[src/design/watchdog_cfg.svh]
`ifndef WATCHDOG_CFG_SVH
`define WATCHDOG_CFG_SVH

// Register offsets, given as indices and as byte addresses; byte address is four times the index.
`define WDT_CTRL_INDEX        16'hffb4
`define WDT_CNT_INDEX         16'hffb5
`define WDT_CTRL_ADDR         18'h3fed0
`define WDT_CNT_ADDR          18'h3fed4
`define WDT_IRQ_STATUS_ADDR   18'h3fed8
`define WDT_IRQ_MASK_ADDR     18'h3fedc
`define WDT_MODE_ADDR         18'h3fee0
`define WDT_ADDR_W            18

// Control register fields and reset values.
`define WDT_CTRL_RESET        8'haa
`define WDT_CNT_RESET         8'h00
`define WDT_BIT_CWE_INH       7
`define WDT_BIT_CWE           6
`define WDT_BIT_RWE_INH       5
`define WDT_BIT_RWE           4
`define WDT_BIT_EN_INH        3
`define WDT_BIT_EN            2
`define WDT_BIT_FLAG_INH      1
`define WDT_BIT_FLAG          0

// Timing counts.
`define WDT_PRESCALE          8192
`define WDT_RESET_OSC_CYCLES  512

// Bus responses.
`define AXI_RESP_OKAY         2'h0
`define AXI_RESP_SLVERR       2'h2

`endif

[src/design/watchdog_pkg.sv]
package watchdog_pkg;

  // Active and low-power operating modes of the surrounding chip.
  typedef enum logic [2:0] {
    MODE_ACTIVE,
    MODE_SLEEP,
    MODE_WATCH,
    MODE_SUBACTIVE,
    MODE_SUBSLEEP,
    MODE_STANDBY
  } power_mode_t;

  // Reset pulse generator states.
  typedef enum logic [0:0] {
    RST_IDLE,
    RST_PULSE
  } rst_state_t;

  // Write address channel.
  typedef struct packed {
    logic        valid;
    logic [17:0] addr;
  } axi_aw_t;

  // Write data channel.
  typedef struct packed {
    logic        valid;
    logic [31:0] data;
    logic [3:0]  strb;
  } axi_w_t;

  // Read answer.
  typedef struct packed {
    logic [31:0] data;
    logic [1:0]  resp;
  } axi_r_t;

endpackage

[src/design/watchdog_reset_timer.sv]
// Summary of operation
// Counter steps once per 8192 system clocks while the watchdog is enabled.
// Counter wrap from ff to 00 raises internal reset and sets flag; code does neither if a blocked counter write hits that cycle.
// Overflow reset is driven out as a chip-wide reset.
// Overflow reset stays asserted for exactly 512 oscillator clocks.
// Written counter value becomes the count; counting resumes from it.
// Counter writes take effect only while counter write enable is 1.
// Bits 7, 5, 3, 1 always read 1 and store nothing.
// Counter write enable changes only when bit 7 is written 0.
// Register write enable changes only when bit 5 is written 0.
// Bits 2 and 0 change only while register write enable is 1.
// Watchdog enable changes with enable and bit 3 zero; reset clears.
// Enable 1 starts counting; enable 0 halts and holds count.
// Flag cleared by pin reset or guarded 0 write; software cannot set.
// Reset gives counter 00 and control register aa.
// Counter runs in active and sleep only; control kept in all modes.
// Overflow reset does not clear the watchdog reset flag.
// One write sees the enables in force before that write.
`timescale 1ns/100ps
`include "watchdog_cfg.svh"

module watchdog_reset_timer #(
  parameter int PRESCALE   = `WDT_PRESCALE,
  parameter int RST_CYCLES = `WDT_RESET_OSC_CYCLES
) (
  // Clock and reset.
  input  wire logic                      aclk,
  input  wire logic                      aresetn,
  input  wire logic                      external_reset_pin_n,
  // Oscillator clock, sampled.
  input  wire logic                      osc_clk,
  // Write address channel.
  input  wire logic                      s_axi_awvalid,
  output      logic                      s_axi_awready,
  input  wire logic [`WDT_ADDR_W-1:0]    s_axi_awaddr,
  // Write data channel.
  input  wire logic                      s_axi_wvalid,
  output      logic                      s_axi_wready,
  input  wire logic [31:0]               s_axi_wdata,
  input  wire logic [3:0]                s_axi_wstrb,
  // Write response channel.
  output      logic                      s_axi_bvalid,
  input  wire logic                      s_axi_bready,
  output      logic [1:0]                s_axi_bresp,
  // Read address channel.
  input  wire logic                      s_axi_arvalid,
  output      logic                      s_axi_arready,
  input  wire logic [`WDT_ADDR_W-1:0]    s_axi_araddr,
  // Read data channel.
  output      logic                      s_axi_rvalid,
  input  wire logic                      s_axi_rready,
  output      watchdog_pkg::axi_r_t      s_axi_r,
  // System outputs.
  output      logic                      chip_reset,
  output      logic                      irq
);
  import watchdog_pkg::*;

  localparam int PW = $clog2(PRESCALE);
  localparam int RW = $clog2(RST_CYCLES + 1);

  initial begin
    if (PRESCALE < 2 || RST_CYCLES < 1) begin
      $error("watchdog_reset_timer: bad parameter values");
    end
  end

  // ----------------------------------------------------------------
  // Input synchronisers.
  // ----------------------------------------------------------------
  logic [1:0] pin_sync_reg;
  logic [1:0] osc_sync_reg;
  logic       osc_last_reg;
  logic       pin_reset;
  logic       osc_rise;

  always_ff @(posedge aclk) begin
    if (!aresetn) begin
      pin_sync_reg <= 2'h3;
      osc_sync_reg <= 2'h0;
      osc_last_reg <= 1'b0;
    end else begin
      pin_sync_reg <= {pin_sync_reg[0], external_reset_pin_n};
      osc_sync_reg <= {osc_sync_reg[0], osc_clk};
      osc_last_reg <= osc_sync_reg[1];
    end
  end

  assign pin_reset = !pin_sync_reg[1];
  assign osc_rise  = osc_sync_reg[1] && !osc_last_reg;

  // ----------------------------------------------------------------
  // Bus write and read decode.
  // ----------------------------------------------------------------
  function automatic logic mapped(input logic [`WDT_ADDR_W-1:0] a);
    mapped = (a == `WDT_CTRL_ADDR) || (a == `WDT_CNT_ADDR) ||
             (a == `WDT_IRQ_STATUS_ADDR) || (a == `WDT_IRQ_MASK_ADDR) ||
             (a == `WDT_MODE_ADDR);
  endfunction

  axi_aw_t                 aw_reg;
  axi_w_t                  w_reg;
  logic                    wr_go;
  logic [7:0]              wd;
  logic                    wr_ctrl;
  logic                    wr_cnt;
  logic                    wr_mask;
  logic                    wr_mode;

  assign s_axi_awready = !aw_reg.valid && !s_axi_bvalid;
  assign s_axi_wready  = !w_reg.valid && !s_axi_bvalid;
  assign wr_go   = aw_reg.valid && w_reg.valid && !s_axi_bvalid;
  assign wd      = w_reg.data[7:0];
  assign wr_ctrl = wr_go && w_reg.strb[0] && aw_reg.addr == `WDT_CTRL_ADDR;
  assign wr_cnt  = wr_go && w_reg.strb[0] && aw_reg.addr == `WDT_CNT_ADDR;
  assign wr_mask = wr_go && w_reg.strb[0] &&
                   aw_reg.addr == `WDT_IRQ_MASK_ADDR;
  assign wr_mode = wr_go && w_reg.strb[0] && aw_reg.addr == `WDT_MODE_ADDR;

  always_ff @(posedge aclk) begin
    if (!aresetn) begin
      aw_reg       <= '0;
      w_reg        <= '0;
      s_axi_bvalid <= 1'b0;
      s_axi_bresp  <= `AXI_RESP_OKAY;
    end else begin
      if (s_axi_awvalid && s_axi_awready) begin
        aw_reg <= '{valid: 1'b1, addr: s_axi_awaddr};
      end
      if (s_axi_wvalid && s_axi_wready) begin
        w_reg <= '{valid: 1'b1, data: s_axi_wdata, strb: s_axi_wstrb};
      end
      if (wr_go) begin
        aw_reg.valid <= 1'b0;
        w_reg.valid  <= 1'b0;
        s_axi_bvalid <= 1'b1;
        s_axi_bresp  <= mapped(aw_reg.addr) ? `AXI_RESP_OKAY
                                            : `AXI_RESP_SLVERR;
      end else if (s_axi_bvalid && s_axi_bready) begin
        s_axi_bvalid <= 1'b0;
      end
    end
  end

  // ----------------------------------------------------------------
  // Control register and power mode.
  // ----------------------------------------------------------------
  logic        cwe_reg;
  logic        rwe_reg;
  logic        en_reg;
  logic        flag_reg;
  power_mode_t mode_reg;
  logic        ovf;
  logic [7:0]  ctrl_view;

  // The flag clears on the pin reset or a guarded 0 write, not on the watchdog reset.
  always_ff @(posedge aclk) begin
    if (!aresetn || pin_reset) begin
      flag_reg <= 1'b0;
    end else if (ovf) begin
      flag_reg <= 1'b1;
    end else if (wr_ctrl && rwe_reg && !wd[`WDT_BIT_FLAG_INH] &&
                 !wd[`WDT_BIT_FLAG]) begin
      flag_reg <= 1'b0;
    end
  end

  always_ff @(posedge aclk) begin
    if (!aresetn || pin_reset || chip_reset) begin
      cwe_reg <= 1'b0;
      rwe_reg <= 1'b0;
      en_reg  <= 1'b0;
    end else if (wr_ctrl) begin
      if (!wd[`WDT_BIT_CWE_INH]) begin
        cwe_reg <= wd[`WDT_BIT_CWE];
      end
      if (!wd[`WDT_BIT_RWE_INH]) begin
        rwe_reg <= wd[`WDT_BIT_RWE];
      end
      if (rwe_reg && !wd[`WDT_BIT_EN_INH]) begin
        en_reg <= wd[`WDT_BIT_EN];
      end
    end
  end

  always_ff @(posedge aclk) begin
    if (!aresetn) begin
      mode_reg <= MODE_ACTIVE;
    end else if (wr_mode) begin
      mode_reg <= power_mode_t'(wd[2:0]);
    end
  end

  assign ctrl_view = {1'b1, cwe_reg, 1'b1, rwe_reg,
                      1'b1, en_reg, 1'b1, flag_reg};

  // ----------------------------------------------------------------
  // Prescaler and counter.
  // ----------------------------------------------------------------
  logic [PW-1:0] pre_reg;
  logic [7:0]    cnt_reg;
  logic          run;
  logic          tick;

  assign run  = en_reg && !chip_reset &&
                (mode_reg == MODE_ACTIVE || mode_reg == MODE_SLEEP);
  assign tick = run && pre_reg == PW'(PRESCALE - 1);
  assign ovf  = tick && cnt_reg == 8'hff && !wr_cnt;

  always_ff @(posedge aclk) begin
    if (!aresetn || pin_reset || chip_reset || !run) begin
      pre_reg <= '0;
    end else begin
      pre_reg <= tick ? '0 : pre_reg + 1'b1;
    end
  end

  always_ff @(posedge aclk) begin
    if (!aresetn || pin_reset || chip_reset) begin
      cnt_reg <= `WDT_CNT_RESET;
    end else if (wr_cnt && cwe_reg) begin
      cnt_reg <= wd;
    end else if (tick) begin
      cnt_reg <= cnt_reg + 8'h01;
    end
  end

  // ----------------------------------------------------------------
  // Overflow reset pulse.
  // ----------------------------------------------------------------
  rst_state_t    rst_state_reg;
  logic [RW-1:0] rst_cnt_reg;

  always_ff @(posedge aclk) begin
    if (!aresetn || pin_reset) begin
      rst_state_reg <= RST_IDLE;
      rst_cnt_reg   <= '0;
    end else begin
      case (rst_state_reg)
        RST_IDLE: begin
          if (ovf) begin
            rst_state_reg <= RST_PULSE;
            rst_cnt_reg   <= '0;
          end
        end
        RST_PULSE: begin
          if (osc_rise) begin
            if (rst_cnt_reg == RW'(RST_CYCLES - 1)) begin
              rst_state_reg <= RST_IDLE;
            end
            rst_cnt_reg <= rst_cnt_reg + 1'b1;
          end
        end
        default: rst_state_reg <= RST_IDLE;
      endcase
    end
  end

  assign chip_reset = rst_state_reg == RST_PULSE;

  // ----------------------------------------------------------------
  // Interrupt status and mask.
  // ----------------------------------------------------------------
  logic [1:0] irq_stat_reg;
  logic [1:0] irq_mask_reg;
  logic       rd_stat;

  always_ff @(posedge aclk) begin
    if (!aresetn) begin
      irq_stat_reg <= 2'h0;
      irq_mask_reg <= 2'h0;
    end else begin
      irq_stat_reg <= (rd_stat ? 2'h0 : irq_stat_reg) | {tick, ovf};
      if (wr_mask) begin
        irq_mask_reg <= wd[1:0];
      end
    end
  end

  assign irq = |(irq_stat_reg & irq_mask_reg);

  // ----------------------------------------------------------------
  // Read channel.
  // ----------------------------------------------------------------
  logic [7:0] rd_val;

  always_comb begin
    case (s_axi_araddr)
      `WDT_CTRL_ADDR:       rd_val = ctrl_view;
      `WDT_CNT_ADDR:        rd_val = cnt_reg;
      `WDT_IRQ_STATUS_ADDR: rd_val = {6'h00, irq_stat_reg};
      `WDT_IRQ_MASK_ADDR:   rd_val = {6'h00, irq_mask_reg};
      `WDT_MODE_ADDR:       rd_val = {5'h00, mode_reg};
      default:              rd_val = 8'h00;
    endcase
  end

  assign s_axi_arready = !s_axi_rvalid;
  assign rd_stat = s_axi_arvalid && s_axi_arready &&
                   s_axi_araddr == `WDT_IRQ_STATUS_ADDR;

  always_ff @(posedge aclk) begin
    if (!aresetn) begin
      s_axi_rvalid <= 1'b0;
      s_axi_r      <= '0;
    end else if (s_axi_arvalid && s_axi_arready) begin
      s_axi_rvalid <= 1'b1;
      s_axi_r.data <= {24'h000000, rd_val};
      s_axi_r.resp <= mapped(s_axi_araddr) ? `AXI_RESP_OKAY
                                           : `AXI_RESP_SLVERR;
    end else if (s_axi_rvalid && s_axi_rready) begin
      s_axi_rvalid <= 1'b0;
    end
  end

endmodule // watchdog_reset_timer

[config.mk]
export PLATFORM = sky130hd
export DESIGN_NAME = watchdog_reset_timer
export DESIGN_NICKNAME = d
export VERILOG_FILES = /design/src/design/watchdog_pkg.sv /design/src/design/watchdog_reset_timer.sv
export VERILOG_INCLUDE_DIRS = /design/src /design/src/design
export SDC_FILE = /design/constraint.sdc
export NUM_CORES = 1
export LEC_CHECK = 0
export BUFFER_PORTS_ARGS = -buffer_cell sky130_fd_sc_hd__buf_2
export CAP_MARGIN = 20
export CORE_UTILIZATION = 56
export DETAILED_ROUTE_END_ITERATION = 16
export PLACE_DENSITY = 0.86
export SLEW_MARGIN = 15
export SYNTH_ARGS = -nofsm -noshare
export SYNTH_HDL_FRONTEND = slang
export SYNTH_SLANG_ARGS = --single-unit
[constraint.sdc]
create_clock -name aclk -period 6.09 [get_ports aclk]
set_input_delay 0.3045 -clock aclk [delete_from_list [all_inputs] [get_ports aclk]]
set_output_delay 0.3045 -clock aclk [all_outputs]
set_load 0.1 [all_outputs]
=== After elaboration in Yosys (flattened, before gate mapping) ===
Cells that the tools add are included.

* Add/subtract/negate cells: 3
* $mul: 0
* Divide/modulo/power cells: 0
* $lt $le $gt $ge: 0
* Equality and inequality tests: 16
* Shifts and indexed selects: 0
* Muxes and demuxes: 19
* Bitwise gates (word level): 6
* Reductions and logical operators: 63

{| class="wikitable"
|+ Operator list
! operator !! count
|-
| == test 18 bit (second input constant) || 10
|-
| case mux 8 bit (5 select lines) || 1
|-
| logical AND 1 bit || 26
|-
| two-way mux 10 bit || 2
|-
| case mux 10 bit (2 select lines) || 1
|-
| two-way mux 8 bit || 2
|-
| adder 13 x 1 -> 13 bit (second input constant) || 1
|-
| == test 13 bit (second input constant) || 1
|-
| zero test 1 bit || 13
|-
| logical OR 1 bit || 12
|-
| adder 10 x 1 -> 10 bit (second input constant) || 1
|-
| == test 10 x 9 -> 1 bit (second input constant) || 1
|-
| two-way mux 1 bit || 9
|-
| adder 8 x 1 -> 8 bit (second input constant) || 1
|-
| == test 8 bit (second input constant) || 1
|-
| AND reduction 2 bit || 4
|-
| nonzero test 2 bit || 4
|-
| two-way mux 2 bit || 3
|-
| OR reduction 2 bit || 3
|-
| inequality test 2 bit (second input constant) || 2
|-
| inverter 1 bit || 4
|-
| == test 3 x 1 -> 1 bit (second input constant) || 1
|-
| zero test 3 bit || 1
|-
| bitwise AND 2 bit || 1
|-
| other kinds (2) || 2
|}

* Register bits after elaboration: 91
* Bits in latches: 0
* Bits in writable memories: 0
* Memory bits (read-only): 0
* Input bits: 81
* Word-level logic and storage cells: 131
* Memories kept: 0

=== Depth between registers and ports, before layout ===
* Word-level depth: 9
* Mapped depth: 8
* Depth with buffers taken out: 6

=== Least setup slack after synthesis ===
OpenSTA, ideal clock, no wires.

* Path type: register to register
* From: reg s_axi_bvalid
* To: reg aw_reg[10] (netlist name)
* Arrival: 3.135 ns
* Setup slack: 2.879 ns
* Stages on the path, launching flop included: 7
* Cell sequence: dfxtp_1 > nor2_1 > and2_1 > clkbuf_1 > clkbuf_1 > nand2_1 > a21boi_0

* Longest elaborated chain between the ends: 3

{| class="wikitable"
|+ Ends and longest elaborated chain
! item !! line !! RTL
|-
| start: declaration || watchdog_reset_timer.sv:42 || <nowiki>output logic s_axi_bvalid,</nowiki>
|-
| start signal: assignment || watchdog_reset_timer.sv:124 || <nowiki>s_axi_bvalid <= 1'b0;</nowiki>
|-
| start signal: assignment || watchdog_reset_timer.sv:136 || <nowiki>s_axi_bvalid <= 1'b1;</nowiki>
|-
| start signal: assignment || watchdog_reset_timer.sv:140 || <nowiki>s_axi_bvalid <= 1'b0;</nowiki>
|-
| zero test 1 bit || watchdog_reset_timer.sv:110 || <nowiki>assign s_axi_awready = !aw_reg.valid && !s_axi_bvalid;</nowiki>
|-
| logical AND 1 bit || watchdog_reset_timer.sv:110 ||
|-
| net s_axi_awready || watchdog_reset_timer.sv:34 || <nowiki>output logic s_axi_awready,</nowiki>
|-
| logical AND 1 bit || watchdog_reset_timer.sv:127 || <nowiki>if (s_axi_awvalid && s_axi_awready) begin</nowiki>
|-
| end signal: assignment || watchdog_reset_timer.sv:128 || <nowiki>aw_reg <= '{valid: 1'b1, addr: s_axi_awaddr};</nowiki>
|-
| end: declaration || watchdog_reset_timer.sv:101 || <nowiki>axi_aw_t aw_reg;</nowiki>
|}

The timed path passes the listed nets, and every way through them passes these cells.
A chain may end at the register's enable or synchronous reset.

=== Worst setup path in the final report ===
* From: reg pre_reg[0]
* To: reg rst_cnt_reg[6]

* Longest elaborated chain between the ends: 6

{| class="wikitable"
|+ Ends and longest elaborated chain
! item !! line !! RTL
|-
| start: declaration || watchdog_reset_timer.sv:200 || <nowiki>logic [PW-1:0] pre_reg;</nowiki>
|-
| start signal: assignment || watchdog_reset_timer.sv:214 || <nowiki>pre_reg <= tick ? '0 : pre_reg + 1'b1;</nowiki>
|-
| == test 13 bit || watchdog_reset_timer.sv:207 || <nowiki>assign tick = run && pre_reg == PW'(PRESCALE - 1);</nowiki>
|-
| logical AND 1 bit || watchdog_reset_timer.sv:207 ||
|-
| logical AND 1 bit (2 in a row) || watchdog_reset_timer.sv:208 || <nowiki>assign ovf = tick && cnt_reg == 8'hff && !wr_cnt;</nowiki>
|-
| inequality test 2 bit (no line) || -- ||
|-
| AND reduction 2 bit (no line) || -- ||
|-
| end signal: assignment || watchdog_reset_timer.sv:251 || <nowiki>rst_cnt_reg <= rst_cnt_reg + 1'b1;</nowiki>
|-
| end: declaration || watchdog_reset_timer.sv:232 || <nowiki>logic [RW-1:0] rst_cnt_reg;</nowiki>
|}

No other way between the ends.

==> out/metrics.yaml <==
max_slew.worst_pin.slew_ns: 0.8824
routabilityCongestion: 0.8710
cp_max_fo: 10
hold_path_startpoint: "external_reset_pin_n"
finClkSkew_ns: 0.009908
nFillCells: 593
finalNonFillerCells: 651
fmax_mhz: 433.9
yosys.area_share.simple_pct: 25.67
relSlewSlack_pct: 40.78
slew_violations: 0
clk_pin_slew_worst_paths_ns: 0.08
drtIter0Drc: 176
avgSynthCellArea_um2: 8.694
reg2regPathDepth: 6
grt-ovfl-total: 0
grt_pass1_vias: 3101
clk_latency_ns: 0.35
cts_post_setup_buffers_inserted: 0
routed_wl_um: 8478
cts_max_path_buffers: 2
ctsHoldBuffers: 0
synth_cell_types: 53
r2r-start: "pre_reg[0]$_SDFF_PP0_"
finalCriticalPeriod_ns: 2.305
p_leak_nw: 1.878
post_cts_resized: 0
placed_cell_area_mm2: 0.004516
power_w: 0.001286
grt_max_degree: 56
min-delay-path-class: "input pin to register"
critical_path.endpoint_type: "register"
rsz0062_at_grt: "no"
r2r-end: "rst_cnt_reg[6]$_SDFFE_PP0P_"
cp-start-kind: "register"
yosysSeqAreaShare_pct: 42.26
cts_max_level: 3
area_growth_pct: 12.88
synth_top_family_by_area: "simple AND/OR/NAND/NOR gates"
ys_ff_latch: 89
dp_hpwl_um: 6026
reg2reg_slack_ns: 3.79
timing.max_cap.violations: 0
wl_per_cell_um: 13.02
syn-cell-area_mm2: 0.004217
final_cell_mix: "dfxtp_1 (89), nand2_1 (77), buf_2 (70), a21boi_0 (34), nor2_1 (27)"
synth_cells: 485
final_nets: 631
peakVddDrop_mv: 0.1499
synth_compound_area_share_pct: 16.41
n_antenna_cell: 0
start_util_pct: 58.13
rows: 31
die-area_mm2: 0.007880
synthFlopType: "dfxtp_1"
drc_errors: 0
async_reset_ff_share_pct: 0
grt_pass1_wl_um: 13820
synth_edf_count: 0
dr.pass1.iters: 4
drive_gt1_share_pct: 18.66
powerDensity_mw_per_mm2: 270.1
cp.required_ns: 6.33
cts_tree: "done"
vias_per_cell: 5.401
worstSetupPathType: "register to register"
min_to: "pin_sync_reg[0]$_SDFF_PN1_"
critPathArrivalTime_ns: 2.55
synth_xor_area_share_pct: 3.739
status: "complete, no violations"
cts_inserted_buffers: 9
fp.coreArea_mm2: 0.007253
clk_root_buffer_cell: "clkbuf_8"
postRouteAntennaNets: 0
numPortBuffers: 70
synth-adder-area-share_pct: 0.8902
finalHoldViolations: 0
antenna_found_initial: 0
setup_tns_ns: 0
layout_commonest_cell: "dfxtp_1"
dpl.cell_count: 635
synthMuxAreaShare_pct: 3.680
vias: 3516
die_h_um: 88.77
clock-sinks: 89
largest_reg_flops: 19
die_x_um: 88.77
whs_path_depth: 2
setup_viol: 0
grt_util_all_layers_pct: 22.62
ioPinCount: 124
postLayoutCellArea_mm2: 0.004760
period_share_pct: 37.85
yosys_warnings: 0
[power by group]
part / internal, W / switching [W] / leakage, nW / total, W
combinational: 0.0000379 / 0.000147 / 1.04 / 0.000184
sequential: 0.000599 / 0.0000158 / 0.723 / 0.000615
clock: 0.000283 / 0.000203 / 0.120 / 0.000487
total: 0.000920 / 0.000366 / 1.88 / 0.00129
[synth_stat cells (6+ instances only)]
| cell | n | area [µm²] |
|---|---|---|
| and2_1 | 7 | 43.79 |
| dfxtp_1 | 89 | 1782 |
| inv_1 | 10 | 37.54 |
| xnor2_1 | 13 | 113.9 |
| nor2_1 | 27 | 101.4 |
| nor2b_1 | 11 | 68.82 |
| nand2_1 | 77 | 289.0 |
| clkbuf_1 | 15 | 56.30 |
| and3_1 | 9 | 56.30 |
| nor3_1 | 13 | 65.06 |
| nand3_1 | 19 | 95.09 |
| o21ai_2 | 8 | 70.07 |
| a21o_1 | 6 | 45.04 |
| a21boi_0 | 34 | 255.2 |
| a21oi_1 | 14 | 70.07 |
| o21ai_0 | 14 | 70.07 |
| buf_4 | 27 | 202.7 |
| mux2i_1 | 11 | 110.1 |
| nand4_1 | 6 | 37.54 |
[stage by stage]
stage | setup WS, ns | util, % | hold WS [ns]
2_1_floorplan | 2.879 | - | 0.3863
3_3_place_gp | 3.562 | 62.26 | 0.3932
3_5_place_dp | 3.537 | 62.26 | 0.3925
4_1_cts | 3.774 | 65.62 | 0.1249
5_1_grt | 3.634 | 65.62 | 0.1390
6_report | 3.785 | 65.62 | 0.1307
[per-layer routing]
| layer | GRT usage [%] | part of all wire [%] | up-vias |
|---|---|---|---|
| met4 | 7.331 | 1.3 | 0 |
| li1 | - | - | 1760 |
| met5 | 0 | 0 | - |
| met2 | 38.11 | 47 | 119 |
| met3 | 3.078 | 5.8 | 12 |
| met1 | 30.01 | 46 | 1625 |
[cells by family (layout without fill, tap and decap cells)]
group / count (synthesis) / in the layout
fa+ha+maj: 3 / 3
simple gates: 207 / 207
mux: 14 / 14
xor+xnor: 18 / 18
other cells: 1 / 26
buf+inv: 54 / 96
compound gates: 99 / 99
flops: 89 / 89
[worst max-delay path, stage by stage, from the launching register on]
cell and delay (ns):
dfxtp_1 0.38, ha_1 0.20, and3_1 0.32, nand4_4 0.21, a311o_1 0.47, and2_1 0.30, a211o_1 0.31
[worst max path at each step]
stage,from,endpoint,cells past startpoint
after floorplan,s_axi_bvalid$_SDFFE_PN0P_,aw_reg[10]$_SDFFE_PN0P_,6
after global placement,aresetn,pre_reg[12]$_SDFF_PP0_,6
after detailed placement,aresetn,pre_reg[12]$_SDFF_PP0_,6
after CTS,pre_reg[0]$_SDFF_PP0_,rst_cnt_reg[6]$_SDFFE_PP0P_,6
after global routing,pre_reg[0]$_SDFF_PP0_,rst_cnt_reg[6]$_SDFFE_PP0P_,6
final,pre_reg[0]$_SDFF_PP0_,rst_cnt_reg[6]$_SDFFE_PP0P_,6
[area by class of cell]
type / count / area [µm²] / share of cell area (%)
clock buffers: 11 / 141.4 / 2.971
clock inverters: 5 / 102.6 / 2.156
inverters: 10 / 37.54 / 0.7886
multi-input cells: 367 / 2222 / 46.69
flip-flops and latches: 89 / 1782 / 37.43
well taps: 99 / 123.9 / 2.603
repair buffers: 70 / 350.3 / 7.361
(Power assumes the default switching activity.)
